==> config.mk <==
export PLATFORM = sky130hd
export DESIGN_NAME = prpo_core
export DESIGN_NICKNAME = d
export VERILOG_FILES = /design/src/prpo_pkg.sv /design/src/prpo_core.sv
export VERILOG_INCLUDE_DIRS = /design/src
export SDC_FILE = /design/constraint.sdc
export NUM_CORES = 1
export LEC_CHECK = 0
export ABC_AREA = 1
export ABC_CLOCK_PERIOD_IN_PS = 1700
export BUFFER_PORTS_ARGS = -buffer_cell sky130_fd_sc_hd__buf_2
export CAP_MARGIN = 0
export CORE_AREA = 2 2 81 83
export CTS_CLUSTER_SIZE = 14
export DETAILED_ROUTE_END_ITERATION = 7
export DIE_AREA = 0 0 83 85
export HOLD_SLACK_MARGIN = 0.05
export PLACE_DENSITY = 0.68
export SYNTH_ARGS = -nofsm -noshare
export SYNTH_HDL_FRONTEND = slang
export SYNTH_SLANG_ARGS = --single-unit
==> constraint.sdc <==
create_clock -name clk -period 1.7 [get_ports clk]
set_input_delay 0.34 -clock clk [delete_from_list [all_inputs] [get_ports clk]]
set_output_delay 0.34 -clock clk [all_outputs]
set_load 0.05 [all_outputs]
==> src/prpo_regs.svh <==
// Constants for the power-up reset, preload and observe block
`ifndef PRPO_REGS_SVH
`define PRPO_REGS_SVH
`define PRPO_NUM_REGS     8
`define PRPO_REG_RESET    1'b0
`define PRPO_PWRUP_TIME_US 10
`define PRPO_CLK_MHZ      125
`define PRPO_PWRUP_CYCLES (`PRPO_PWRUP_TIME_US * `PRPO_CLK_MHZ)
`endif

==> src/prpo_pkg.sv <==
// Types for the power-up reset, preload and observe block
package prpo_pkg;
  typedef enum logic [1:0] {
    PRPO_NORMAL  = 2'b00,
    PRPO_PRELOAD = 2'b01,
    PRPO_OBSERVE = 2'b10
  } prpo_mode_type;
endpackage

==> src/prpo_core.sv <==
// Register array with power-up clear, preload and observe test modes
`timescale 1ns/1ps
`include "prpo_regs.svh"
module prpo_core #(
  parameter int N          = `PRPO_NUM_REGS,
  parameter int PWRUP_CYC  = `PRPO_PWRUP_CYCLES
) (
  input  wire logic         clk,
  input  wire logic         sys_rst,
  input  wire logic         clk_en,
  input  wire logic [1:0]   test_mode,
  input  wire logic [N-1:0] d_in,
  input  wire logic [N-1:0] comb_in,
  input  wire logic [N-1:0] comb_sel,
  input  wire logic [N-1:0] polarity,
  input  wire logic [N-1:0] normal_oe,
  input  wire logic [N-1:0] async_clr,
  input  wire logic [N-1:0] async_set,
  input  wire logic [N-1:0] pin_in,
  output logic      [N-1:0] pin_out,
  output logic      [N-1:0] pin_oe,
  output logic              pwrup_busy
);

  // Decoded mode
  prpo_pkg::prpo_mode_type mode;
  logic                    preload_act;
  logic                    observe_act;
  logic                    test_act;
  logic                    normal_act;

  // Power-up clear window
  logic [13:0]             pu_cnt_reg;
  logic [13:0]             pu_cnt_next;
  logic                    pu_busy;

  // Register array
  logic [N-1:0]            q_reg;
  logic [N-1:0]            q_next;
  logic [N-1:0]            q_load;
  logic [N-1:0]            q_forced;

  // Output cells and pin drivers
  wire  [N-1:0]            norm_val;
  wire  [N-1:0]            norm_oe;
  wire  [N-1:0]            test_val;
  wire  [N-1:0]            test_oe;
  logic [N-1:0]            out_reg;
  logic [N-1:0]            out_next;
  logic [N-1:0]            oe_reg;
  logic [N-1:0]            oe_next;

  // Code 11 is spare and falls back to normal, so a stray code is harmless
  always_comb begin
    case (test_mode)
      2'b00: begin
        mode = prpo_pkg::PRPO_NORMAL;
      end
      2'b01: begin
        mode = prpo_pkg::PRPO_PRELOAD;
      end
      2'b10: begin
        mode = prpo_pkg::PRPO_OBSERVE;
      end
      default: begin
        mode = prpo_pkg::PRPO_NORMAL;
      end
    endcase
  end

  // One-hot test flags
  always_comb begin
    preload_act = 1'b0;
    observe_act = 1'b0;
    case (mode)
      prpo_pkg::PRPO_PRELOAD: begin
        preload_act = 1'b1;
      end
      prpo_pkg::PRPO_OBSERVE: begin
        observe_act = 1'b1;
      end
      default: begin
        preload_act = 1'b0;
      end
    endcase
  end

  assign test_act   = preload_act | observe_act;
  assign normal_act = ~test_act;

  // Reset stands in for the power-on event; no other clear is needed
  // Limitation: a 14-bit counter, so the window must stay below 16384
  always_comb begin
    pu_cnt_next = pu_cnt_reg;
    if (pu_busy) begin
      pu_cnt_next = pu_cnt_reg - 14'h0001;
    end else begin
      pu_cnt_next = 14'h0000;
    end
  end

  always_ff @(posedge clk) begin
    if (sys_rst) begin
      pu_cnt_reg <= 14'(PWRUP_CYC);
    end else if (clk_en) begin
      pu_cnt_reg <= pu_cnt_next;
    end
  end

  assign pu_busy    = (pu_cnt_reg != 14'h0000);
  assign pwrup_busy = pu_busy;

  // Preload takes the pins; observe loads back q_reg; normal takes d_in
  always_comb begin
    q_load = q_reg;
    if (preload_act) begin
      q_load = pin_in;
    end else if (normal_act) begin
      q_load = d_in;
    end else begin
      q_load = q_reg;
    end
  end

  // Async lines act after the load, so they can overwrite preloaded data
  always_comb begin
    q_forced = q_load;
    q_forced = q_forced & ~async_clr;
    q_forced = q_forced | async_set;
  end

  // The clear window beats every other source, async lines included
  always_comb begin
    q_next = q_forced;
    if (pu_busy) begin
      q_next = {N{`PRPO_REG_RESET}};
    end
  end

  // Clock enable low freezes the array, test modes included
  always_ff @(posedge clk) begin
    if (sys_rst) begin
      q_reg <= {N{`PRPO_REG_RESET}};
    end else if (clk_en) begin
      q_reg <= q_next;
    end
  end

  // One output cell per register; polarity only acts in normal mode
  for (genvar i = 0; i < N; i++) begin : g_cell
    logic cell_term;
    logic cell_path;
    logic cell_norm;

    // Product terms gated off in test modes, so no comb data leaks out
    always_comb begin
      cell_term = comb_in[i] & normal_act;
      cell_path = q_next[i];
      if (comb_sel[i]) begin
        cell_path = cell_term;
      end
      cell_norm = cell_path ^ polarity[i];
    end

    assign norm_val[i] = cell_norm;
    assign norm_oe[i]  = normal_oe[i];
    // Test modes show the stored value without polarity
    assign test_val[i] = q_next[i];
    assign test_oe[i]  = observe_act;
  end

  // Stateless normal path, so the normal value returns on leaving test
  always_comb begin
    out_next = out_reg;
    if (test_act) begin
      out_next = test_val;
    end else begin
      out_next = norm_val;
    end
  end

  always_ff @(posedge clk) begin
    if (sys_rst) begin
      out_reg <= '0;
    end else if (clk_en) begin
      out_reg <= out_next;
    end
  end

  // Preload keeps drivers off so the pins act as inputs
  always_comb begin
    oe_next = oe_reg;
    if (test_act) begin
      oe_next = test_oe;
    end else begin
      oe_next = norm_oe;
    end
  end

  always_ff @(posedge clk) begin
    if (sys_rst) begin
      oe_reg <= '0;
    end else if (clk_en) begin
      oe_reg <= oe_next;
    end
  end

  assign pin_out = out_reg;
  assign pin_oe  = oe_reg;
endmodule

## Word-level counts from Yosys, hierarchy flattened

Index checks and enable logic that the tools add are counted.

| storage, ports and cells | value |
|---|---|
| register bits after elaboration | 38 |
| bits in latches | 0 |
| memory bits (writable) | 0 |
| bits in read-only memories | 0 |
| output and inout bits | 17 |
| memories kept | 0 |

| operators by class | value |
|---|---|
| add/sub/neg operators | 1 |
| $mul | 0 |
| div/mod/pow operators | 0 |
| order comparisons | 0 |
| equal/unequal tests | 4 |
| shift-type cells | 0 |
| muxes and demuxes | 17 |
| bitwise logic cells | 21 |
| reduce and logical (&&, ||, !) cells | 1 |

Operators with widths:

| cell | count |
|---|---|
| $mux W8 | 5 |
| $mux W14 | 1 |
| $reduce_bool A14 Y1 | 1 |
| $sub A14 B1 Y14 const B | 1 |
| $mux W1 | 10 |
| $and A1 B1 Y1 | 8 |
| $and A8 B8 Y8 | 1 |
| $not A8 Y8 | 1 |
| $or A8 B8 Y8 | 1 |
| $xor A1 B1 Y1 | 8 |
| $eq A2 B1 Y1 const B | 2 |
| $eq A2 B2 Y1 const B | 2 |
| $pmux W2 S2 | 1 |
| $not A1 Y1 | 1 |
| $or A1 B1 Y1 | 1 |

## Longest topological paths before layout

| depth | value |
|---|---|
| depth in word-level cells | 13 |
| depth in mapped cells | 15 |
| depth with buffers taken out | 13 |

## Least setup slack after synthesis

OpenSTA, ideal clock, no wires.

| path | value |
|---|---|
| kind | in2reg |
| start point | input port test_mode[0] |
| end point | register out_reg[5], in the netlist pin_out[5] |
| setup time | 0.066 ns |
| arrival time | 1.578 ns |
| required time | 1.634 ns |
| slack | 0.056 ns |
| cell stages on the path | 15 |
| buffers on the path | 2 |
| cell sequence | inv_1 > ha_1 > buf_4 > inv_6 > buf_6 > nand2_1 > nand3_1 > nand2_1 > nand2_1 > nand2_2 > nand2_1 > nand3_1 > nand3_1 > nand2_1 > a21oi_2 |

| between the ends | value |
|---|---|
| word-level cells in the longest chain between the ends | 13 |

Ends and longest elaborated chain:

| what | line | text |
|---|---|---|
| start: declaration | prpo_core.sv:11 | `input wire logic [1:0] test_mode,` |
| $eq A2 B2 Y1 / $eq A2 B1 Y1 (equally long branches) | prpo_core.sv:55 | `case (test_mode)` |
| $pmux W2 S2 * | prpo_core.sv:55 |  |
| $eq A2 B1 Y1 / $eq A2 B2 Y1 (equally long branches) | prpo_core.sv:75 | `case (mode)` |
| $mux W1 | prpo_core.sv:75 |  |
| $or A1 B1 Y1 | prpo_core.sv:88 | `assign test_act = preload_act \| observe_act;` |
| $mux W8 | prpo_core.sv:118 | `end else if (normal_act) begin` |
| $mux W8 | prpo_core.sv:116 | `if (preload_act) begin` |
| $and A8 B8 Y8 | prpo_core.sv:128 | `q_forced = q_forced & ~async_clr;` |
| $or A8 B8 Y8 | prpo_core.sv:129 | `q_forced = q_forced \| async_set;` |
| $mux W8 | prpo_core.sv:135 | `if (pu_busy) begin` |
| $mux W1 | prpo_core.sv:159 | `if (comb_sel[i]) begin` |
| $xor A1 B1 Y1 | prpo_core.sv:162 | `cell_norm = cell_path ^ polarity[i];` |
| $mux W8 * | prpo_core.sv:175 | `if (test_act) begin` |
| end signal: assignment | prpo_core.sv:186 | `out_reg <= out_next;` |
| end: declaration | prpo_core.sv:48 | `logic [N-1:0] out_reg;` |

Every way passes the cells marked *; elsewhere a longest branch is shown, timed or not.
A chain may end at the register's enable or synchronous reset.

## Worst setup path after layout

| path | value |
|---|---|
| start point | register pu_cnt_reg[1] |
| end point | output port pwrup_busy |

| between the ends | value |
|---|---|
| word-level cells in the longest chain between the ends | 1 |

Ends and longest elaborated chain:

| what | line | text |
|---|---|---|
| start: declaration | prpo_core.sv:33 | `logic [13:0] pu_cnt_reg;` |
| start signal: assignment | prpo_core.sv:104 | `pu_cnt_reg <= 14'(PWRUP_CYC);` |
| start signal: assignment | prpo_core.sv:106 | `pu_cnt_reg <= pu_cnt_next;` |
| $reduce_bool A14 Y1 | prpo_core.sv:110 | `assign pu_busy = (pu_cnt_reg != 14'h0000);` |
| end: declaration | prpo_core.sv:22 | `output logic pwrup_busy` |

Every way passes these cells.

==> results.py <==
metrics = {
    "synth": {
        "yosys.area.top_type": "dfxtp_1",
        "syn-num-nets": 443,
        "synthMuxAreaShare_pct": 0,
        "syn_inst": 370,
        "synth.ff_latch_count": 38,
        "synth_seq_area_share_pct": 31.60,
        "synth_xor_area_share_pct": 0.7277,
        "yosys.area_share.adder_pct": 2.079,
        "synth.area.top_cells": "dfxtp_1 32%, nand2_1 14%, nand3_1 11%",
        "yosysWarnings": 0,
        "synth_compound_area_share_pct": 14.50,
        "synth_top_area_share_pct": 31.60,
        "syn_area_um2": 2407,
        "avgSynthCellArea_um2": 6.506,
        "synth-simple-area-share_pct": 39.40,
        "yosys-top-cells-count": "91 x nand2_1, 51 x nand3_1, 45 x inv_1",
        "synth_most_common_cell": "nand2_1",
        "synth_top_family_by_area": "simple AND/OR/NAND/NOR gates",
        "synthFlopType": "dfxtp_1",
        "synth_edf_count": 0,
        "synth.distinct_cells": 31,
        "async_reset_ff_share_pct": 0,
    },
    "timing": {
        "slew_headroom_pct": 76.01,
        "fin_crit_sh_pct": 100.7,
        "skew_ns": 0.003129,
        "setup_viol_count_final": 1,
        "grt_setup_unrepaired": "yes",
        "final_max_slew_viol_count": 0,
        "max_freq_mhz": 584.2,
        "tightest_slew_ns": 0.3571,
        "post-route-min-period_ns": 1.712,
        "finalHoldViolations": 0,
        "setup_slack_ns": -0.01188,
    },
    "clocking": {
        "numCtsBuffers": 5,
        "cts_tree": "yes",
        "clock_latency_ns": 0.30,
        "cts_max_path_buffers": 2,
        "htreeDepth": 2,
        "cts_sinks": 38,
        "clk_pin_slew_ns": 0.08,
        "root_buffer": "clkbuf_8",
    },
    "route": {
        "drc": 0,
        "dr.pass1.iters": 4,
        "drt-initial-drc-count": 177,
        "vias": 2800,
        "routedWlPerCell_um": 12.36,
        "viasPerCell": 4.965,
        "postRouteAntennaNets": 0,
        "wl_um": 6971,
    },
    "placed_design": {
        "hpwl_um": 5041,
        "pre_cts_ws_ns": -0.1788,
        "dp.cells": 548,
        "routabilityCongestion": 0.8193,
        "portBuffers": 85,
    },
    "global_route": {
        "grt_usage_pct": 19.68,
        "grt_overflow": 0,
        "grt_pass1_vias": 2623,
        "grt_start_max_net_pins": 20,
        "antenna_found_initial": 0,
        "grt_pass1_wl_um": 11590,
    },
    "pwr": {
        "p_clk_share_pct": 29.4,
        "seqPwrFrac_pct": 42.8,
        "comb_power_share_pct": 27.8,
        "p_switching_w": 0.0007595,
        "p_leak_nw": 1.801,
        "p_per_area_nw_per_um2": 653.1,
        "total_power_w": 0.002270,
        "p_int_w": 0.001511,
        "peakVddDrop_mv": 0.3141,
        "sw_frac_of_total_pct": 33.46,
    },
    "worst_setup_path": {
        "cpLargestDelayFamily": "simple AND/OR/NAND/NOR gates",
        "r2r_cells": 14,
        "worst_setup_path_start_kind": "register",
        "slowest_stage": "dfxtp_2",
        "path_max_fanout": 2,
        "crit_cells": 8,
        "path_buf_inv": 3,
        "end_kind": "output pin",
        "required_ns": 1.36,
        "critPathArrivalTime_ns": 1.37,
        "crit_path_cell_trace": "inv_2, ha_4, nand2_4, nor2_4, nand2_4, nor2_8, inv_2, buf_8",
        "cpPeakStageDelay_ns": 0.33,
        "crit_type": "register to output pin",
    },
    "finish": {
        "antennaDiodeCount": 0,
        "finalNonFillerCells": 564,
        "largest_reg_flops": 14,
        "layout-drive-gt1-share_pct": 43.74,
        "n_fill_cell": 569,
        "area_growth_pct": 44.39,
        "final_nets": 559,
    },
    "floorplan": {
        "die_width_um": 83,
        "core_area_um2": 6205,
        "start_util_pct": 38.80,
        "fp-row-count": 29,
        "dieArea_um2": 7055,
        "die_h_um": 85,
        "ios": 86,
    },
    "outcome": {
        "violations": "setup timing",
        "status": "finished with violations",
    },
    "worst_hold_path": {
        "hold_class": "primary input to register",
        "min_path_cells": 5,
    },
    "flow_run": {
        "maxCapViolations": 0,
    },
}
power by group through the flow:
stage	sequential [W]	combinational [W]	clock [W]
floorplan	0.00108	0.000283	0
global placement	0.000988	0.000560	0
detailed placement	0.000987	0.000572	0
CTS	0.000969	0.000588	0.000677
global route	0.000978	0.000697	0.000712
finish	0.000971	0.000631	0.000668
final timing paths:
path / slack (ns) / startpoint / end
max reg2reg: 0.02 / pu_cnt_reg[1] / pin_out[3]
max: -0.01 / pu_cnt_reg[1] / pwrup_busy
min: 0.37 / normal_oe[2] / pin_oe[2]
min reg2reg: 0.47 / pin_out[1] / pin_out[1]
worst register-to-register path, delay by kind of cell (launching register included):
family	cells	cell delay, ns
fa+ha+maj	1	0.14
simple gates	9	0.69
flops	1	0.33
buf+inv	3	0.36
compound gates	1	0.12
layout by cell type, fill, tap and decap left out, drive strengths merged:
cell type  instances
buf              122
nand2            105
nand3             53
inv               51
dfxtp             38
a21oi             33
nor2              31
o21ai             13
or2                9
o211ai             8
clkbuf             6
ha                 4
nor3               4
clkinv             3
o21a               2
xor2               2
a31oi              1
o31ai              1
clkinvlp           1
layout make-up:
class | instances | area (um2) | share of cell area (%)
multi-input combinational | 266 | 1560 | 44.89
sequential | 38 | 763.2 | 21.96
timing repair buffer | 122 | 757.0 | 21.78
inverter | 53 | 203.9 | 5.868
tap | 77 | 96.34 | 2.772
clock buffer | 6 | 82.58 | 2.376
clock inverter | 2 | 12.51 | 0.3600
metrics by stage:
step,setup TNS (ns),utilization (%),hold WS [ns],area (um2)
floorplan,0,-,0.4392,2407
global route,-0.3367,56.02,0.3976,3476
finish,-0.01188,56.02,0.3745,3476
detailed placement,-1.125,49.87,0.4599,3094
CTS,-0.1713,52.37,0.3740,3249
global placement,-0.5990,49.87,0.4513,3094
what timing repair did:
item	CTS	global route
setup buffers	4	4
hold buffers	0	0
pin swaps	5	13
endpoints found under the setup margin	2	13
resized for setup	12	47
metal layers:
layer / GRT usage [%] / part of all wire, %
met5: 0 / 0
met4: 4.769 / 2.2
met3: 4.475 / 5.6
met2: 32.77 / 47
met1: 26.00 / 45
cell families after synthesis:
| logic type | after synthesis |
|---|---|
| AOI/OAI and AO/OA | 58 |
| xor gates and xnor gates | 2 |
| adders and majority gates | 4 |
| buffers and inverters | 66 |
| DFF | 38 |
| and+or+nand+nor | 202 |
Note: power is estimated with default switching activity, not from simulation.
